===== src/hw/pin_change_params.svh =====
// Constants for the pin-change interrupt block: register offsets,
// field positions, reset values and bus response codes.
// Assumes inclusion by bare name from the package, the design, the checker and the bench files.
`ifndef PIN_CHANGE_PARAMS_SVH
`define PIN_CHANGE_PARAMS_SVH

// ==========================================================
// Register byte offsets on the AXI4-Lite bus
`define OFS_RISE_ENABLE     12'h000
`define OFS_FALL_ENABLE     12'h004
`define OFS_CHANGE_FLAG     12'h008
`define OFS_IRQ_CONTROL     12'h00C
`define OFS_IRQ_STATUS      12'h010
`define OFS_IRQ_MASK        12'h014

// ==========================================================
// Field positions in interrupt_control_reg
`define BIT_MASTER_ENABLE   0
`define BIT_SUMMARY_FLAG    1
`define BIT_SLEEP           2

// ==========================================================
// Field positions in the sticky status and mask registers
`define BIT_EVT_EDGE        0
`define BIT_EVT_WAKE        1
`define EVT_WIDTH           2

// ==========================================================
// Reset values
`define RST_PORT_REG        8'h00
`define RST_EVT_REG         2'h0

// ==========================================================
// AXI response codes
`define RESP_OKAY           2'b00
`define RESP_SLVERR         2'b10

`endif


===== src/hw/pin_change_pkg.sv =====
// Types shared by the pin-change interrupt block.
// Assumes the params header is on the include path.
`include "pin_change_params.svh"

package pin_change_pkg;

    // ==========================================================
    // Write channel progress of the bus slave
    typedef enum logic [1:0] {
        WR_IDLE = 2'b00,   // Waiting for address and data
        WR_RESP = 2'b01    // Response held until bready
    } wr_state_t;

    // ==========================================================
    // Read channel progress of the bus slave
    typedef enum logic [1:0] {
        RD_IDLE = 2'b00,   // Waiting for an address
        RD_DATA = 2'b01    // Data held until rready
    } rd_state_t;

endpackage : pin_change_pkg


===== src/hw/pin_change_interrupt.sv =====
// Pin-change interrupt source for one monitored port, with an
// AXI4-Lite register slave, sticky event status and a level interrupt.
// Assumes pins synchronous to clk, a single 40 MHz clock domain and an
// AXI4-Lite master that keeps its valid and payload stable until taken.
`timescale 1ns/1ps
`include "pin_change_params.svh"

// Behaviour
// Each pin configurable for rising, falling, both
// Interrupt request only with master enable set; change_irq obeys, irq is not gated by it
// Master enable clear still detects and flags
// Per-pin rise and fall detectors, each enabled
// Rise enable bit detects low-to-high
// Fall enable bit detects high-to-low
// Both enables detect both transitions
// Enabled edge sets that pin's flag
// Summary flag is OR of flags, unstored
// Writing zero clears flag, one keeps
// Edge during clearing write keeps flag set
// Software clears by AND of seen bits
// Pin change wakes from sleep when enabled
// Sleep edge recorded before wake completes
// Port is eight pins, one bit each
// Pins synchronised, edges from sample compare
// Reset clears enables and flags
module pin_change_interrupt
    import pin_change_pkg::*;
#(
    parameter int WIDTH      = 8,    // Port width
    parameter int ADDR_WIDTH = 12    // AXI address width
) (
    input  wire logic                    clk,
    input  wire logic                    sys_rst,
    input  wire logic [WIDTH-1:0]        monitored_port,
    output logic                         change_irq,
    output logic                         wake_request,
    output logic                         irq,
    input  wire logic [ADDR_WIDTH-1:0]   s_axi_awaddr,
    input  wire logic                    s_axi_awvalid,
    output logic                         s_axi_awready,
    input  wire logic [31:0]             s_axi_wdata,
    input  wire logic [3:0]              s_axi_wstrb,
    input  wire logic                    s_axi_wvalid,
    output logic                         s_axi_wready,
    output logic [1:0]                   s_axi_bresp,
    output logic                         s_axi_bvalid,
    input  wire logic                    s_axi_bready,
    input  wire logic [ADDR_WIDTH-1:0]   s_axi_araddr,
    input  wire logic                    s_axi_arvalid,
    output logic                         s_axi_arready,
    output logic [31:0]                  s_axi_rdata,
    output logic [1:0]                   s_axi_rresp,
    output logic                         s_axi_rvalid,
    input  wire logic                    s_axi_rready
);

    // ==========================================================
    // Declarations
    logic [WIDTH-1:0]      sync_stage1;             // First synchroniser stage
    logic [WIDTH-1:0]      sync_stage2;             // Synchronised pin level
    logic [WIDTH-1:0]      last_sample;             // Previous synchronised level
    logic [WIDTH-1:0]      rise_enable_reg;         // Per-pin rising enables
    logic [WIDTH-1:0]      fall_enable_reg;         // Per-pin falling enables
    logic [WIDTH-1:0]      change_flag_reg;         // Per-pin change flags
    logic                  change_irq_master_enable;// Master enable
    logic                  sleep_mode;              // Software sleep indication
    logic [`EVT_WIDTH-1:0] evt_status;              // Sticky event status
    logic [`EVT_WIDTH-1:0] evt_mask;                // Event mask
    logic [WIDTH-1:0]      edge_hit;                // Enabled edges this cycle
    logic [`EVT_WIDTH-1:0] evt_set;                 // Events setting the status
    logic                  change_summary_flag;     // OR of all flags
    wr_state_t             wr_state;                // Write channel state
    rd_state_t             rd_state;                // Read channel state
    logic [ADDR_WIDTH-1:0] aw_addr;                 // Captured write address
    logic                  aw_held;                 // Write address captured
    logic [31:0]           w_data;                  // Captured write data
    logic [3:0]            w_strb;                  // Captured strobes
    logic                  w_held;                  // Write data captured
    logic                  wr_fire;                 // Write takes effect
    logic                  rd_fire;                 // Read address accepted
    logic [31:0]           rd_value;                // Decoded read value
    logic                  rd_ok;                   // Read address mapped
    logic                  wr_ok;                   // Write address mapped

    // ==========================================================
    // Address match helper, used by both channels
    function automatic logic addr_is(input logic [ADDR_WIDTH-1:0] a,
                                     input logic [11:0] ofs);
        addr_is = (a[ADDR_WIDTH-1:2] == (ADDR_WIDTH-2)'(ofs >> 2));
    endfunction : addr_is

    // Byte lane 0 merge helper; narrow registers live in the low byte
    function automatic logic [WIDTH-1:0] lane0(input logic [WIDTH-1:0] old_v,
                                               input logic [31:0] d,
                                               input logic [3:0] s);
        lane0 = s[0] ? d[WIDTH-1:0] : old_v;
    endfunction : lane0

    // ==========================================================
    // Pin synchroniser and previous sample
    always_ff @(posedge clk or posedge sys_rst) begin
        if (sys_rst) begin
            sync_stage1 <= '0;
            sync_stage2 <= '0;
            last_sample <= '0;
        end else begin
            sync_stage1 <= monitored_port;
            sync_stage2 <= sync_stage1;
            last_sample <= sync_stage2;
        end
    end

    // Edge detectors, each gated by its own enable
    always_comb begin
        edge_hit = (rise_enable_reg & sync_stage2 & ~last_sample)
                 | (fall_enable_reg & ~sync_stage2 & last_sample);
    end

    // Summary flag is combinational, no storage
    assign change_summary_flag = |change_flag_reg;

    // ==========================================================
    // Bus write channel
    assign wr_fire = aw_held && w_held && (wr_state == WR_IDLE);
    assign wr_ok   = addr_is(aw_addr, `OFS_RISE_ENABLE) || addr_is(aw_addr, `OFS_FALL_ENABLE)
                   || addr_is(aw_addr, `OFS_CHANGE_FLAG) || addr_is(aw_addr, `OFS_IRQ_CONTROL)
                   || addr_is(aw_addr, `OFS_IRQ_STATUS) || addr_is(aw_addr, `OFS_IRQ_MASK);

    // Capture address and data in either order, then respond
    always_ff @(posedge clk or posedge sys_rst) begin
        if (sys_rst) begin
            aw_addr       <= '0;
            aw_held       <= 1'b0;
            w_data        <= '0;
            w_strb        <= '0;
            w_held        <= 1'b0;
            s_axi_awready <= 1'b0;
            s_axi_wready  <= 1'b0;
            s_axi_bvalid  <= 1'b0;
            s_axi_bresp   <= `RESP_OKAY;
            wr_state      <= WR_IDLE;
        end else begin
            s_axi_awready <= 1'b0;
            s_axi_wready  <= 1'b0;
            case (wr_state)
                WR_IDLE: begin
                    // Address handshake
                    if (!aw_held && s_axi_awvalid && !s_axi_awready) begin
                        s_axi_awready <= 1'b1;
                    end
                    if (s_axi_awvalid && s_axi_awready) begin
                        aw_addr <= s_axi_awaddr;
                        aw_held <= 1'b1;
                    end
                    // Data handshake
                    if (!w_held && s_axi_wvalid && !s_axi_wready) begin
                        s_axi_wready <= 1'b1;
                    end
                    if (s_axi_wvalid && s_axi_wready) begin
                        w_data <= s_axi_wdata;
                        w_strb <= s_axi_wstrb;
                        w_held <= 1'b1;
                    end
                    // Both captured: commit and answer
                    if (wr_fire) begin
                        aw_held      <= 1'b0;
                        w_held       <= 1'b0;
                        s_axi_bvalid <= 1'b1;
                        s_axi_bresp  <= wr_ok ? `RESP_OKAY : `RESP_SLVERR;
                        wr_state     <= WR_RESP;
                    end
                end
                WR_RESP: begin
                    // Hold response until accepted
                    if (s_axi_bready) begin
                        s_axi_bvalid <= 1'b0;
                        wr_state     <= WR_IDLE;
                    end
                end
                default: begin
                    wr_state <= WR_IDLE;
                end
            endcase
        end
    end

    // ==========================================================
    // Configuration registers
    always_ff @(posedge clk or posedge sys_rst) begin
        if (sys_rst) begin
            rise_enable_reg          <= `RST_PORT_REG;
            fall_enable_reg          <= `RST_PORT_REG;
            change_irq_master_enable <= 1'b0;
            sleep_mode               <= 1'b0;
            evt_mask                 <= `RST_EVT_REG;
        end else if (wr_fire) begin
            if (addr_is(aw_addr, `OFS_RISE_ENABLE)) begin
                rise_enable_reg <= lane0(rise_enable_reg, w_data, w_strb);
            end
            if (addr_is(aw_addr, `OFS_FALL_ENABLE)) begin
                fall_enable_reg <= lane0(fall_enable_reg, w_data, w_strb);
            end
            if (addr_is(aw_addr, `OFS_IRQ_CONTROL) && w_strb[0]) begin
                change_irq_master_enable <= w_data[`BIT_MASTER_ENABLE];
                sleep_mode               <= w_data[`BIT_SLEEP];
            end
            if (addr_is(aw_addr, `OFS_IRQ_MASK) && w_strb[0]) begin
                evt_mask <= w_data[`EVT_WIDTH-1:0];
            end
        end else if (sleep_mode && change_irq_master_enable && change_summary_flag) begin
            sleep_mode <= 1'b0;
        end
    end

    // ==========================================================
    // Per-pin change flags: zero clears, one keeps, new edge wins
    always_ff @(posedge clk or posedge sys_rst) begin
        if (sys_rst) begin
            change_flag_reg <= `RST_PORT_REG;
        end else if (wr_fire && addr_is(aw_addr, `OFS_CHANGE_FLAG) && w_strb[0]) begin
            change_flag_reg <= (change_flag_reg & w_data[WIDTH-1:0]) | edge_hit;
        end else begin
            change_flag_reg <= change_flag_reg | edge_hit;
        end
    end

    // ==========================================================
    // Interrupt request and wake outputs, registered
    always_ff @(posedge clk or posedge sys_rst) begin
        if (sys_rst) begin
            change_irq   <= 1'b0;
            wake_request <= 1'b0;
        end else begin
            change_irq   <= change_irq_master_enable && change_summary_flag;
            wake_request <= sleep_mode && change_irq_master_enable
                            && change_summary_flag;
        end
    end

    // ==========================================================
    // Sticky event status, cleared by a read; set wins over clear
    assign evt_set[`BIT_EVT_EDGE] = |edge_hit;
    assign evt_set[`BIT_EVT_WAKE] = sleep_mode && change_irq_master_enable && change_summary_flag;
    always_ff @(posedge clk or posedge sys_rst) begin
        if (sys_rst) begin
            evt_status <= `RST_EVT_REG;
            irq        <= 1'b0;
        end else begin
            if (rd_fire && addr_is(s_axi_araddr, `OFS_IRQ_STATUS)) begin
                evt_status <= evt_set;
            end else begin
                evt_status <= evt_status | evt_set;
            end
            irq <= |(evt_status & evt_mask);
        end
    end

    // ==========================================================
    // Bus read channel
    assign rd_fire = s_axi_arvalid && s_axi_arready;

    // Read decode
    always_comb begin
        rd_value = '0;
        rd_ok    = 1'b1;
        if (addr_is(s_axi_araddr, `OFS_RISE_ENABLE)) begin
            rd_value[WIDTH-1:0] = rise_enable_reg;
        end else if (addr_is(s_axi_araddr, `OFS_FALL_ENABLE)) begin
            rd_value[WIDTH-1:0] = fall_enable_reg;
        end else if (addr_is(s_axi_araddr, `OFS_CHANGE_FLAG)) begin
            rd_value[WIDTH-1:0] = change_flag_reg;
        end else if (addr_is(s_axi_araddr, `OFS_IRQ_CONTROL)) begin
            rd_value[`BIT_MASTER_ENABLE] = change_irq_master_enable;
            rd_value[`BIT_SUMMARY_FLAG]  = change_summary_flag;
            rd_value[`BIT_SLEEP]         = sleep_mode;
        end else if (addr_is(s_axi_araddr, `OFS_IRQ_STATUS)) begin
            rd_value[`EVT_WIDTH-1:0] = evt_status;
        end else if (addr_is(s_axi_araddr, `OFS_IRQ_MASK)) begin
            rd_value[`EVT_WIDTH-1:0] = evt_mask;
        end else begin
            rd_ok = 1'b0;
        end
    end

    // Accept address, return data, hold until rready
    always_ff @(posedge clk or posedge sys_rst) begin
        if (sys_rst) begin
            s_axi_arready <= 1'b0;
            s_axi_rvalid  <= 1'b0;
            s_axi_rdata   <= '0;
            s_axi_rresp   <= `RESP_OKAY;
            rd_state      <= RD_IDLE;
        end else begin
            s_axi_arready <= 1'b0;
            case (rd_state)
                RD_IDLE: begin
                    if (s_axi_arvalid && !s_axi_arready) begin
                        s_axi_arready <= 1'b1;
                    end
                    if (rd_fire) begin
                        s_axi_rdata  <= rd_value;
                        s_axi_rresp  <= rd_ok ? `RESP_OKAY : `RESP_SLVERR;
                        s_axi_rvalid <= 1'b1;
                        rd_state     <= RD_DATA;
                    end
                end
                RD_DATA: begin
                    if (s_axi_rready) begin
                        s_axi_rvalid <= 1'b0;
                        rd_state     <= RD_IDLE;
                    end
                end
                default: begin
                    rd_state <= RD_IDLE;
                end
            endcase
        end
    end

endmodule : pin_change_interrupt


===== config.mk =====
export PLATFORM = sky130hd
export DESIGN_NAME = pin_change_interrupt
export DESIGN_NICKNAME = d
export VERILOG_FILES = /design/src/hw/pin_change_pkg.sv /design/src/hw/pin_change_interrupt.sv
export VERILOG_INCLUDE_DIRS = /design/src /design/src/hw
export SDC_FILE = /design/constraint.sdc
export NUM_CORES = 1
export LEC_CHECK = 0
export BUFFER_PORTS_ARGS = -buffer_cell sky130_fd_sc_hd__buf_2
export CAP_MARGIN = 10
export CORE_UTILIZATION = 50
export DETAILED_ROUTE_END_ITERATION = 16
export GPL_ROUTABILITY_DRIVEN = 0
export HOLD_SLACK_MARGIN = 0.15
export PLACE_DENSITY = 0.75
export SLEW_MARGIN = 40
export SYNTH_ARGS = -nofsm -noshare
export SYNTH_HDL_FRONTEND = slang
export SYNTH_SLANG_ARGS = --single-unit

===== constraint.sdc =====
create_clock -name clk -period 3.7 [get_ports clk]
set_input_delay 0.555 -clock clk [delete_from_list [all_inputs] [get_ports clk]]
set_output_delay 0.555 -clock clk [all_outputs]
set_load 0.05 [all_outputs]

# --- Word-level counts from Yosys, hierarchy flattened ---
# Cells that the tools add are included.
totals:
  ff_bits: 101
  wordCells: 155
op_classes:
  n_reduce_logical: 55
  bitwise: 12
  n_mux: 43
  n_eq_ne: 17
op_table:
  columns: ["op", "count"]
  rows:
  - ["8-bit bitwise AND", 5]
  - ["10-bit by 2-bit == test with 1-bit output, second input constant", 4]
  - ["10-bit by 3-bit == test with 1-bit output, second input constant", 4]
  - ["1-bit two-way mux", 24]
  - ["8-bit two-way mux", 3]
  - ["8-bit OR", 3]
  - ["2-bit AND reduction", 11]
  - ["10-bit by 1-bit == test with 1-bit output, second input constant", 2]
  - ["10-bit zero test", 2]
  - ["2-bit two-way mux", 10]
  - ["1-bit logical AND", 18]
  - ["8-bit NOT", 2]
  - ["8-bit OR reduction", 2]
  - ["3-bit AND reduction", 4]
  - ["2-bit nonzero test", 5]
  - ["2-bit != test, second input constant", 4]
  - ["2-bit one-hot mux with 2 select lines", 2]
  - ["1-bit zero test", 5]
  - ["1-bit logical OR", 5]
  - ["5-bit two-way mux", 1]
  - ["2-bit by 1-bit == test with 1-bit output, second input constant", 2]
  - ["2-bit zero test", 2]
  - ["1-bit one-hot mux with 2 select lines", 2]
  - ["3-bit two-way mux", 1]
  - ["4 further kinds", 4]

# --- Logic depth before layout (Yosys ltp) ---
logic_depth:
  depth_word: 8
  depth_mapped: 6
  mapped_depth_nobuf: 4

# --- Worst setup path before layout ---
# Ideal clock, no wire load.
synth_timing:
  path_kind: "register to register"
  from: "register s_axi_bvalid (netlist name)"
  to: "register rise_enable_reg[0]"
  path_buffers: 1
  setup_slack_ps: 1746
  setup_ps: 125
  synth_period_minus_slack_ps: 1954
  t_required_ps: 3575
  t_arrival_ps: 1828
  path_stages_with_launch: 6
  cell_sequence: "dfrtp_1 -> inv_1 -> nand3_1 -> or4_4 -> buf_6 -> mux2_4"
synth_rtl:
  columns: ["element", "line", "rtl"]
  rows:
  - ["to (signal assigned)", "pin_change_interrupt.sv:191", "rise_enable_reg <= `RST_PORT_REG;"]
  - ["to (signal assigned)", "pin_change_interrupt.sv:198", "rise_enable_reg <= lane0(rise_enable_reg, w_data, w_strb);"]
  - ["to (decl)", "pin_change_interrupt.sv:62", "logic [WIDTH-1:0] rise_enable_reg;"]

# --- Worst setup path after layout ---
layout_timing:
  from: "register aw_addr[9]"
  to: "register fall_enable_reg[4]"
layout_via:
  elab_chain_cells: 2
layout_lines:
  columns: ["element", "line", "rtl"]
  rows:
  - ["from (decl)", "pin_change_interrupt.sv:74", "logic [ADDR_WIDTH-1:0] aw_addr;"]
  - ["from (signal assigned)", "pin_change_interrupt.sv:152", "aw_addr <= s_axi_awaddr;"]
  - ["10-bit by 1-bit == test with 1-bit output", "pin_change_interrupt.sv:89", "addr_is = (a[ADDR_WIDTH-1:2] == (ADDR_WIDTH-2)'(ofs >> 2));"]
  - ["3-bit AND reduction (no source line)", null, null]
  - ["to (signal assigned)", "pin_change_interrupt.sv:192", "fall_enable_reg <= `RST_PORT_REG;"]
  - ["to (signal assigned)", "pin_change_interrupt.sv:201", "fall_enable_reg <= lane0(fall_enable_reg, w_data, w_strb);"]
  - ["to (decl)", "pin_change_interrupt.sv:63", "logic [WIDTH-1:0] fall_enable_reg;"]
# No other way between the ends.
# A chain may end at the register's enable or synchronous reset.

==> flow_metrics.tcl <==
set metrics [dict create \
    yosys-top-cells-area "dfrtp_1, mux2_2, buf_4" \
    antenna_found_initial 0 \
    clk_pin_slew_worst_paths_ns 0.09 \
    fmax_ghz 0.5049 \
    grt-ovfl-total 0 \
    ys_ff_latch 93 \
    cp_num_buf_inv 0 \
    power_density_mw_per_mm2 608.7 \
    min_path_type "in -> async" \
    hold_viol 0 \
    cts_hold_buf 0 \
    grt_max_degree 37 \
    htree_levels 3 \
    postCtsSetupRepairBufs 0 \
    fin_nets 451 \
    top_register "aw_addr" \
    worstPathMaxFanout 8 \
    cp_top_family "simple AND/OR/NAND/NOR gates" \
    ys_types 39 \
    start_kind "flip-flop" \
    power_mw 2.692 \
    cts_root_buf "clkbuf_8" \
    slew_headroom_pct 59.38 \
    clk_latency_ns 0.36 \
    routed_via_density 5.156 \
    status "finished clean" \
    crit_path_max_incr_delay_ns 0.50 \
    cp-end-kind "flip-flop" \
    synth_top_area_cell "dfrtp_1" \
    grt_usage_pct 18.90 \
    critPathSlowestCell "nor2_2" \
    finalSetupViolCount 0 \
    rr_worst_depth 4 \
    ios 119 \
    netlist.area_leader.share_pct 59.54 \
    wl_per_cell_um 14.68 \
    syn_area_mm2 0.003909 \
    grt_pass1_wl_mm 12.08 \
    min_period_ns 1.981 \
    start_util_pct 52.76 \
    rsz0062_at_grt "no" \
    leakage_nw 2.165 \
    path_class "reg -> reg" \
    syn_avg_cell_area_um2 12.65 \
    areaGrowthSynthToFinish_pct 13.12 \
    cts_resized 0 \
    place_hpwl_mm 5.061 \
    finClkSkew_ns 0.008202 \
    cts_max_path_buffers 2 \
    largest_reg_flops 10 \
    synth_cells 309 \
    dr.pass1.iters 4 \
    vias 2475 \
    drc 0 \
    reg2reg_to "fall_enable_reg[4]" \
    rows 31 \
    dieHeight_um 90.42 \
    r2r_slack_ns 1.72 \
    tightest_slew_ns 0.6076 \
    drv_slew 0 \
    period_share_pct 53.53 \
    vdd_drop_max_v 0.0003035 \
    layout-drive-gt1-share_pct 32.55 \
    cts_buffers 9 \
    crit_path_cell_trace "nor4_4, nand4_1, nor2_2, mux2_2" \
    die_area_mm2 0.008175 \
    die_x_um 90.42 \
    timing.rr.start "aw_addr[9]" \
    drt_iter0_drc 72 \
    yosysWarnings 0 \
    tns_ns 0 \
    io_buffers 61 \
    final_antenna_net_count 0 \
    cap_viol_max_count 0 \
    grt_pass1_vias 2467 \
    yosysSeqAreaShare_pct 59.54 \
    antenna_cells 0 \
    required_ns 3.94 \
    core_area_mm2 0.007408 \
    arrival_ns 2.22 \
    clkSinkCount 93 \
    cts_tree "built" \
    totalWireLength_mm 7.046 \
]
## cell usage after synthesis
cell type and count:
dfrtp_1 93, mux2_2 31, buf_4 26, nand2_1 21
o21ai_0 21, a21oi_1 11, nand2b_1 10, nor2_1 10
nand3b_1 9, inv_1 8, mux2_4 8, mux2i_1 8
o31ai_1 7, nand3_1 6, nor4_1 5, clkbuf_1 3
a31oi_1 2, and3b_1 2, mux4_2 2, nand4_1 2
nor2b_1 2, nor3_1 2, nor4b_1 2, o41ai_1 2
or3_1 2, a22o_1 1, and2_1 1, and3_1 1
buf_1 1, buf_2 1, buf_6 1, conb_1 1
nor2_2 1, nor3b_1 1, nor4_4 1, nor4bb_1 1
o21bai_1 1, or3b_2 1, or4_4 1
## metal layers
metal | track usage, % | wire (um)
met4 | 6.183 | 54
met3 | 4.545 | 399
met2 | 29.45 | 3336
met1 | 26.22 | 3255
met5 | 0 | 0
## placed cells by master, fill, tap and decap left out, types with 2 or more instances in the layout
master      netlist  final
clkinv_2          0      2
inv_1             8      7
nand3_1           6      6
conb_1            1     26
a31oi_1           2      2
dfrtp_1          93     93
mux2_4            8      8
o31ai_1           7      7
buf_4            26      2
buf_2             1     61
or3_1             2      2
nand3b_1          9      9
o41ai_1           2      2
nand2_1          21     21
and3b_1           2      2
clkbuf_8          0     10
mux2_2           31     31
mux2i_1           8      8
nor2b_1           2      2
nor4_1            5      5
nor4b_1           2      2
a21oi_1          11     11
nor3_1            2      2
nand4_1           2      2
o21ai_0          21     21
mux4_2            2      2
nor2_1           10     10
clkinvlp_4        0      2
nand2b_1         10     10
## logic make-up (layout without fill, tap and decap cells)
kind of cell / Yosys count / after routing / synth area share [%]
other cells: 1 / 26 / 0.09594
flops: 93 / 93 / 59.54
simple gates: 81 / 81 / 11.97
mux: 49 / 49 / 15.20
compound gates: 45 / 45 / 6.626
buf+inv: 40 / 87 / 6.562
## worst max-delay path by stage
stage | endpoint | from | cells after the start | slack [ns]
2_1_floorplan | aw_addr[10] | sys_rst | 1 | 0.72
3_3_place_gp | rise_enable_reg[4] | aw_addr[9] | 4 | 1.77
3_5_place_dp | rise_enable_reg[2] | aw_addr[5] | 4 | 1.75
4_1_cts | fall_enable_reg[4] | aw_addr[9] | 4 | 1.69
5_1_grt | rise_enable_reg[3] | aw_addr[5] | 4 | 1.61
6_report | fall_enable_reg[4] | aw_addr[9] | 4 | 1.72
## cell type report
class	instances	area, um2
multi-input combinational	201	1419
clock inverter	5	58.81
clock buffer	11	141.4
inverter	8	31.28
tap	99	123.9
timing repair buffer	63	320.3
fill	606	2987
sequential	93	2327
## power by group
part	internal, mW	switching [mW]
Combinational	0.239	0.368
Clock	0.332	0.350
Sequential	1.22	0.185
## through the flow
step                area [um2]  worst slack (ns)  utilization [%]  std cells  hold WS, ns
floorplan                 4003            0.7247                -        334       0.3312
global placement          4222             1.765            56.98        464       0.3323
detailed placement        4222             1.745            56.98        464       0.3371
CTS                       4422             1.691            59.69        480       0.2468
global route              4422             1.607            59.69        480       0.2819
finish                    4422             1.719            59.69        480       0.2376
No activity file was read; power rests on OpenSTA's default activity.
